### src/core/fsil_regs.svh
// Functional notes
// - Set-up initialize register is 16 bits, whole-halfword access, resets to zero.
// - Key bits 15..8 are never stored and always read zero.
// - Init bit write accepted only while sequencer ready flag is one.
// - Init bit changes only when the same write carries key 2D in 15..8.
// - Init bit at one returns all seven set-up registers to initial values.
// - Init bit at zero leaves set-up registers holding their values.
// - Reserved bits 7..1 read their reset value; software writes it back.
// - Lock status register is 8-bit read-only, byte reads, resets to zero.
// - Lock state bit holds until next lock-bit read completes.
// - Lock state bit 0: 0 protected, 1 not protected; bits 7..1 read zero.
`ifndef FSIL_REGS_SVH
`define FSIL_REGS_SVH
`define FSIL_ADDR_SETUP_INIT 32'hFFA1008C
`define FSIL_ADDR_LOCK_STAT 32'hFFA10090
`define FSIL_SETUP_KEY 8'h2D
`define FSIL_KEY_MSB 15
`define FSIL_KEY_LSB 8
`define FSIL_INIT_BIT 0
`define FSIL_LOCK_BIT 0
`define FSIL_SETUP_RESET 16'h0000
`define FSIL_LOCK_RESET 8'h00
`define FSIL_SETUP_REG_COUNT 7
`endif

### src/core/fsil_pkg.sv
package fsil_pkg;
    typedef enum logic [1:0] {
        FSIL_SZ_BYTE,
        FSIL_SZ_HALF,
        FSIL_SZ_WORD
    } fsil_size_t;
    typedef enum logic {
        FSIL_IDLE,
        FSIL_LOCK_READ
    } fsil_cmd_state_t;
endpackage

### src/core/fsil_top.sv
`timescale 1ns/1ps
`include "fsil_regs.svh"
module fsil_top #(
    parameter int N_SETUP = `FSIL_SETUP_REG_COUNT
) (
    input wire logic mclk,
    input wire logic srst,
    input wire logic [31:0] addr,
    input wire logic wr_en,
    input wire logic rd_en,
    input wire fsil_pkg::fsil_size_t size,
    input wire logic [15:0] wdata,
    output logic [15:0] rdata,
    output logic rd_valid,
    input wire logic sequencer_ready_flag,
    input wire logic lock_read_start,
    input wire logic lock_read_value,
    output logic [N_SETUP-1:0] setup_init_req,
    output logic setup_init_bit,
    output logic lock_state_bit
);
    logic sel_init;
    logic sel_lock;
    logic init_we;
    logic ready_q;
    logic ready_rise;
    fsil_pkg::fsil_cmd_state_t cmd_q;

    assign sel_init = addr == `FSIL_ADDR_SETUP_INIT && size == fsil_pkg::FSIL_SZ_HALF;
    assign sel_lock = addr == `FSIL_ADDR_LOCK_STAT && size == fsil_pkg::FSIL_SZ_BYTE;
    // Key, ready and whole-halfword access all required
    assign init_we = wr_en && sel_init && sequencer_ready_flag
        && wdata[`FSIL_KEY_MSB:`FSIL_KEY_LSB] == `FSIL_SETUP_KEY;

    fsil_bit_reg u_init (
        .mclk(mclk),
        .srst(srst),
        .we(init_we),
        .wd(wdata[`FSIL_INIT_BIT]),
        .q(setup_init_bit)
    );

    // Level request, so set-up registers stay cleared while the bit is one
    generate
        for (genvar i = 0; i < N_SETUP; i++) begin : g_init
            assign setup_init_req[i] = setup_init_bit;
        end
    endgenerate

    always_ff @(posedge mclk) begin
        if (srst) begin
            ready_q <= 1'b0;
        end else begin
            ready_q <= sequencer_ready_flag;
        end
    end
    assign ready_rise = sequencer_ready_flag && !ready_q;

    always_ff @(posedge mclk) begin
        if (srst) begin
            cmd_q <= fsil_pkg::FSIL_IDLE;
        end else begin
            case (cmd_q)
                fsil_pkg::FSIL_IDLE: begin
                    if (lock_read_start) begin
                        cmd_q <= fsil_pkg::FSIL_LOCK_READ;
                    end
                end
                fsil_pkg::FSIL_LOCK_READ: begin
                    if (ready_rise) begin
                        cmd_q <= fsil_pkg::FSIL_IDLE;
                    end
                end
                default: begin
                    cmd_q <= fsil_pkg::FSIL_IDLE;
                end
            endcase
        end
    end

    // Other commands completing must not disturb the captured state
    always_ff @(posedge mclk) begin
        if (srst) begin
            lock_state_bit <= 1'b0;
        end else if (cmd_q == fsil_pkg::FSIL_LOCK_READ && ready_rise) begin
            lock_state_bit <= lock_read_value;
        end
    end

    always_ff @(posedge mclk) begin
        if (srst) begin
            rdata <= `FSIL_SETUP_RESET;
            rd_valid <= 1'b0;
        end else begin
            rd_valid <= rd_en;
            rdata <= `FSIL_SETUP_RESET;
            if (rd_en && sel_init) begin
                rdata[`FSIL_INIT_BIT] <= setup_init_bit;
            end else if (rd_en && sel_lock) begin
                rdata[`FSIL_LOCK_BIT] <= lock_state_bit;
            end
        end
    end
endmodule

### src/core/fsil_bit_reg.sv
`timescale 1ns/1ps
`include "fsil_regs.svh"
// Single-bit storage with write strobe; used for the init bit
module fsil_bit_reg (
    input wire logic mclk,
    input wire logic srst,
    input wire logic we,
    input wire logic wd,
    output logic q
);
    always_ff @(posedge mclk) begin
        if (srst) begin
            q <= 1'b0;
        end else if (we) begin
            q <= wd;
        end
    end
endmodule

### config.mk
export PLATFORM = sky130hd
export DESIGN_NAME = fsil_top
export DESIGN_NICKNAME = d
export VERILOG_FILES = /design/src/core/fsil_pkg.sv /design/src/core/fsil_top.sv /design/src/core/fsil_bit_reg.sv
export VERILOG_INCLUDE_DIRS = /design/src /design/src/core
export SDC_FILE = /design/constraint.sdc
export NUM_CORES = 1
export LEC_CHECK = 0
export ABC_CLOCK_PERIOD_IN_PS = 2800
export BUFFER_PORTS_ARGS = -buffer_cell sky130_fd_sc_hd__clkbuf_2
export CAP_MARGIN = 20
export CORE_UTILIZATION = 30
export DETAILED_ROUTE_END_ITERATION = 16
export HOLD_SLACK_MARGIN = 0.05
export PLACE_DENSITY_LB_ADDON = 0.25
export SETUP_SLACK_MARGIN = 0.3
export SYNTH_ARGS = -nofsm -noshare
export SYNTH_HDL_FRONTEND = slang
export SYNTH_SLANG_ARGS = --single-unit
### constraint.sdc
create_clock -name mclk -period 2.8 [get_ports mclk]
set_input_delay 0 -clock mclk [delete_from_list [all_inputs] [get_ports mclk]]
set_output_delay 0 -clock mclk [all_outputs]
set_load 0.05 [all_outputs]
==> out/results.tsv, run 1 <==
metric	value	unit
status	finished, violations left	
failing checks	DRC	
critical path startpoint category	register	
Remaining Overflow, GRT	0	
DRC	3	
Fmax	767	MHz
layout overhead on the synthesized area	57.0	%
multi-input combinational cell area	294	sq um
clock sinks	6	
Clock Latency Late Sink	0.24	ns
Yosys warning total	0	
CP arrival	1.49	ns
maximum vdd drop	0.204	mV
DR WL/cell	9.12	microns
slack of the worst reg-to-reg path	1.50	ns
Port Buf Inserts	60	
commonest non-fill, non-tap cell in the layout	clkbuf_2	
share of cells above drive strength 1	0.557	
Seq/Total Area, Yosys	0.228	
H-tree Lvls	1	
I/O Pins	83	
# nets final	181	
Power Density	328	nW/um^2
Final Max Slew Viols	0	
Post-Route WL	1260	microns
Vias	606	
Worst Setup End Kind	register	
fin crit share	0.465	
Starting Density	0.334	
DPL Wire Length	1090	microns
initial antenna violation count	0	
# setup viols final	0	
CP max FO	2	
drt via density	4.39	
crit path time final	1.30	ns
Worst Path Class, Setup	reg2reg	
commonest cells after routing, fill and taps aside	clkbuf_2, conb_1, dlygate4sd3_1	
cells after synthesis	60	
# resized after CTS	0	
Netlist cell types	21	
first-pass GRT wire length	1970	microns
TritonCTS clock tree	built	
Pleak	0.453	nW
DIE AREA	1930	sq um
core region area	1580	sq um
final hold vios	0	
Worst Skew	0.00104	ns
RSZ-0062 raised after global routing	no	
postcts setup bufs	0	
Sum Neg Setup Slack	0	ns
Synth Cell Area	527	sq um
placer congestion estimate	0.707	
Hold Crit Class	in2reg	
Max Cap Viol	0	
vias in the first global route	544	
die height	43.9	microns
Num CTS Buffers	3	
Detailed Route Iter0 Violations	11	
TritonRoute pass-1 iters	12	
diode count	0	
largest net degree at the start of global routing	11	
Global Route Usage Sum	0.137	
#FFs+latches synth	6	
Rows	14	
overall power	271	uW
clock transition at the registers of the reported paths	0.04	ns
CTS root buf	clkbuf_4	
Worst EP required	2.98	ns
Max Root-Sink Buffers	2	
Mapped Avg Cell Area	8.78	sq um
Filler Cells Inserted	149	
chip width	43.9	microns
Storage cell area	120	sq um
Antenna Violating Nets Remaining	0	
cell families after synthesis:
logic type	synth area share
AO/OA/AOI/OAI	0.0332
buffers and inverters	0.314
flip-flops	0.228
multiplexers	0.0190
other	0.00712
AND/OR/NAND/NOR	0.399
critical path, cell delays in order (launching register included):
cell and delay [ns]:
dfxtp_1 0.33, nand2_1 0.07, nor2_1 0.13, nand2_1 0.07
a21oi_1 0.10, dlygate4sd3_1 0.54
stage by stage:
| step | instances | hold WS [ns] | area, sq um | utilization | setup WS [ns] |
|---|---|---|---|---|---|
| 6_report | 138 | 0.0819 | 827 | 0.525 | 1.50 |
| 3_5_place_dp | 128 | 0.238 | 734 | 0.466 | 1.65 |
| 2_1_floorplan | 74 | 0.0691 | 579 | - | 1.56 |
| 4_1_cts | 138 | 0.0843 | 827 | 0.525 | 1.50 |
| 3_3_place_gp | 128 | 0.234 | 734 | 0.466 | 1.67 |
| 5_1_grt | 138 | 0.0971 | 827 | 0.525 | 1.40 |
path summary, 6_finish.rpt:
check | start | cells past startpoint | to
setup / recovery | cmd_q$_SDFF_PP0_ | 5 | lock_state_bit$_SDFFE_PP0P_
hold / removal | addr[11] | 4 | rdata[0]$_SDFF_PP0_
setup reg to reg | cmd_q$_SDFF_PP0_ | 5 | lock_state_bit$_SDFFE_PP0P_
hold reg to reg | cmd_q$_SDFF_PP0_ | 2 | cmd_q$_SDFF_PP0_
state kept, by name, summed over array words and instances, names as in the netlist:
| register | count |
|---|---|
| ready_q | 1 |
| rdata | 1 |
| cmd_q | 1 |
| u_init.q | 1 |
| lock_state_bit | 1 |
| rd_valid | 1 |
area by class of cell:
| class | instances | share of cell area |
|---|---|---|
| Timing Repair Buffer | 67 | 0.448 |
| Multi-Input combinational cell | 46 | 0.356 |
| Sequential cell | 6 | 0.145 |
| Clock buffer | 3 | 0.0272 |
| Tap cell | 16 | 0.0242 |
power by group:
group,switching (mW),internal [mW],total (mW),leakage (nW)
combinational,0.0650,0.0382,0.103,0.390
clock,0.0292,0.0483,0.0775,0.0138
sequential,0.00156,0.0890,0.0905,0.0492
layer usage:
| metal | global-route usage | part of all wire |
|---|---|---|
| met1 | 0.108 | 0.34 |
| met2 | 0.290 | 0.55 |
| met3 | 0.0417 | 0.10 |
| met4 | 0.0667 | 0 |
| met5 | 0 | 0 |
Yosys cell counts (all sizes together):
cell type  number  share of area
a22oi           1          0.014
and4b           2          0.038
buf            22           0.31
and4bb          1          0.024
nor4            2          0.036
dfxtp           6           0.23
nor3            1         0.0095
and4            1          0.017
nor4b           6           0.14
nand3           1         0.0095
nand2b          2          0.024
nand4           3          0.036
o21ai           1         0.0095
conb            1         0.0071
nor2b           3          0.036
mux2i           1          0.019
a21oi           1         0.0095
nand2           2          0.014
nor2            3          0.021
repair_timing:
item / 4_1_cts / 5_1_grt
hold buffers: 7 / 0
endpoints found under the setup margin: 0 / 0
endpoints found under the hold margin: 5 / 0
Power figures use the tool's default switching activity.
==> run 2, diff against run 1 <==
--- a/config.mk
+++ b/config.mk
@@ -6,10 +6,11 @@
 export SDC_FILE = /design/constraint.sdc
 export NUM_CORES = 1
 export LEC_CHECK = 0
-export ABC_CLOCK_PERIOD_IN_PS = 2800
+export ABC_AREA = 1
+export ABC_CLOCK_PERIOD_IN_PS = 1350
 export BUFFER_PORTS_ARGS = -buffer_cell sky130_fd_sc_hd__clkbuf_2
 export CAP_MARGIN = 20
-export CORE_UTILIZATION = 30
+export CORE_UTILIZATION = 32
 export DETAILED_ROUTE_END_ITERATION = 16
 export HOLD_SLACK_MARGIN = 0.05
 export PLACE_DENSITY_LB_ADDON = 0.25
==> constraint.sdc (replaced) <==
create_clock -name mclk -period 1.35 [get_ports mclk]
set_input_delay 0 -clock mclk [delete_from_list [all_inputs] [get_ports mclk]]
set_output_delay 0 -clock mclk [all_outputs]
set_load 0.05 [all_outputs]
==> run 2 against run 1 <==
Against the previous run: the flow now finishes without violations; critical path depth is 4 lower; core utilization is 3.5 points lower; via count is 35% higher; critical endpoint is now setup_init_req[3]; sequential power is 110% higher; synthesized cell count is 93% higher; final area is 16% higher; hold slack better by 0.015 ns; largest cell class is now multi-input combinational cells.
==> out/results.tsv, run 2 <==
metric	value	unit	change
Post-Route WL	1500	microns	+20%
DR WL met3	104	microns	-20%
Synth top cells by count	nor2_1, nand2_1, buf_4		
diode count	0		unchanged
Global Route Usage Sum	0.132		-0.00505
DR WL/cell	7.41	microns	-19%
commonest cells after routing, fill and taps aside	clkbuf_2, nor2_1, nand2_1		
Net Switching	224	uW	+130%
#FFs+latches synth	6		unchanged
async set or reset register ratio after synthesis	0		unchanged
FF-to-FF End	rdata[0]$_SDFF_PP0_		
slowest stage delay, CP	0.38	ns	-0.16 ns
Vias	820		+35%
drt via density	4.04		-8.0%
clock sinks	6		unchanged
Remaining Overflow, GRT	0		unchanged
DIE AREA	2260	sq um	+17%
Hold Path Sink	u_init.q$_SDFFE_PP0P_		
Register-to-Register Path Depth	4		-1
Mapped Avg Cell Area	5.72	sq um	-35%
status	finished clean		
RSZ-0062 raised after global routing	no		
I/O Pins	83		unchanged
Routed met2 length	798	microns	+15%
cell accounting for the most synthesized area	buf_4		
worst path bufs/invs	1		unchanged
Num CTS Buffers	3		unchanged
final hold vios	0		unchanged
fin crit share	0.680		
slowest CP cell	dfxtp_2		
CP arrival	0.92	ns	-0.57 ns
vias in the first global route	595		+9.4%
share of cells above drive strength 1	0.386		-0.171
DRC	0		-3
Metal-1 WL	586	microns	+35%
Power Density	616	nW/um^2	+88%
TritonRoute pass-1 iters	4		-8
Sum Neg Setup Slack	0	ns	unchanged
reg-to-reg startpoint	lock_state_bit$_SDFFE_PP0P_		
most numerous cell in the Yosys netlist	nor2_1		
Rows	16		+2
Max Root-Sink Buffers	2		unchanged
CP max FO	9		+7
Worst Path Class, Setup	reg2out		
Seq/Total Area, Yosys	0.181		-0.0469
maximum vdd drop	0.338	mV	+66%
Worst EP required	1.35	ns	-1.63 ns
Antenna Violating Nets Remaining	0		unchanged
Synth Cell Area	663	sq um	+26%
postcts setup bufs	0		unchanged
DPL Wire Length	1270	microns	+16%
Hold Crit Class	in2reg		
multi-input combinational cell area	367	sq um	+25%
overall power	591	uW	+120%
Max Cap Viol	0		unchanged
Yosys warning total	0		unchanged
Netlist cell types	14		-33%
Fmax	1090	MHz	
hold_sp	wdata[0]		
Clock Latency Late Sink	0.24	ns	about the same
# setup viols final	0		unchanged
Storage cell area	123	sq um	+2.1%
TritonCTS clock tree	built		
hold path cells	5		+1
clock transition at the registers of the reported paths	0.04	ns	about the same
sequential power share	0.320		-0.014
CP Cell Sequence	clkbuf_2		
chip width	47.5	microns	+8.2%
critical path startpoint category	register		
post-synth top area share	0.249		-0.0645
Switching Fraction	0.379		+0.0264
Filler Cells Inserted	229		+54%
Final Max Slew Viols	0		unchanged
H-tree Lvls	1		unchanged
DR top layer	met4		
Starting Density	0.338		+0.00388
Worst Skew	0.00461	ns	+0.00357 ns
Worst Setup End Kind	primary output		
largest net degree at the start of global routing	10		-1
ys flop type	dfxtp_1		
cells after synthesis	116		+93%
die height	47.5	microns	+8.2%
placer congestion estimate	0.623		-12%
Port Buf Inserts	60		unchanged
layout overhead on the synthesized area	44.7	%	
CTS root buf	clkbuf_4		
top cells by area, synth	buf_4, dfxtp_1, nor2_1		
crit path time final	0.918	ns	
Pleak	0.585	nW	+29%
Post-synth EDFFs	0		unchanged
initial antenna violation count	0		unchanged
Internal Power	367	uW	+110%
Clock Power Share	0.276		-0.010
CP top delay family	flip-flops		
slack of the worst reg-to-reg path	0.58	ns	-0.92 ns
commonest non-fill, non-tap cell in the layout	clkbuf_2		
first-pass GRT wire length	2160	microns	+9.8%
Gate power share	0.404		+0.023
# resized after CTS	0		unchanged
# nets final	235		+30%
core region area	1960	sq um	+24%
Detailed Route Iter0 Violations	10		-1
run 2: metal layers:
layer,global-route usage,up-vias
li1,-,435
met4,0.0343,0
met1,0.140,341
met2,0.271,42
met5,0,-
met3,0.0113,2
run 2: through the flow:
step / cells / util / setup WS [ns] / hold WS (ns) / area, sq um
2_1_floorplan: 130 / - / 0.453 / 0.0712 / 718
3_5_place_dp: 195 / 0.452 / 0.442 / 0.198 / 887
4_1_cts: 203 / 0.489 / 0.416 / 0.0865 / 960
6_report: 203 / 0.489 / 0.432 / 0.0970 / 960
3_3_place_gp: 195 / 0.452 / 0.456 / 0.191 / 887
5_1_grt: 203 / 0.489 / 0.379 / 0.134 / 960
run 2: kinds of logic (layout without fill, tap and decap cells):
family	Yosys count	after routing	share of synthesized area
flip-flops	6	6	0.181
AND/OR/NAND/NOR	67	67	0.442
other	1	15	0.00565
buffers and inverters	39	85	0.345
AO/OA/AOI/OAI	3	3	0.0264
run 2: area by class of cell:
| class | count | area share |
|---|---|---|
| flip-flops and latches | 6 | 0.128 |
| repair buffers | 65 | 0.365 |
| well taps | 27 | 0.0352 |
| inverters | 17 | 0.0665 |
| multi-input cells | 85 | 0.382 |
| clock buffers | 3 | 0.0235 |
run 2: power groups by stage:
| stage | registers, mW | clock network (mW) | logic [mW] |
|---|---|---|---|
| 6_report | 0.189 | 0.163 | 0.239 |
| 5_1_grt | 0.190 | 0.172 | 0.263 |
| 4_1_cts | 0.189 | 0.171 | 0.238 |
| 3_5_place_dp | 0.192 | 0 | 0.226 |
| 3_3_place_gp | 0.192 | 0 | 0.223 |
| 2_1_floorplan | 0.203 | 0 | 0.165 |
run 2: repair_timing:
| item | CTS | global route |
|---|---|---|
| setup endpoints to repair | 0 | 0 |
| hold buffers | 5 | 0 |
| hold endpoints to repair | 4 | 0 |
run 2: how the worst max path moves through the flow:
stage               cells after the start  slack [ns]                     to                        start
finish                                  1        0.43      setup_init_req[3]        u_init.q$_SDFFE_PP0P_
detailed placement                     10        0.44  u_init.q$_SDFFE_PP0P_                      addr[5]
floorplan                               4        0.45    rdata[0]$_SDFF_PP0_  lock_state_bit$_SDFFE_PP0P_
global placement                       10        0.46  u_init.q$_SDFFE_PP0P_                      addr[5]
CTS                                     1        0.42      setup_init_req[3]        u_init.q$_SDFFE_PP0P_
global route                            1        0.38      setup_init_req[3]        u_init.q$_SDFFE_PP0P_
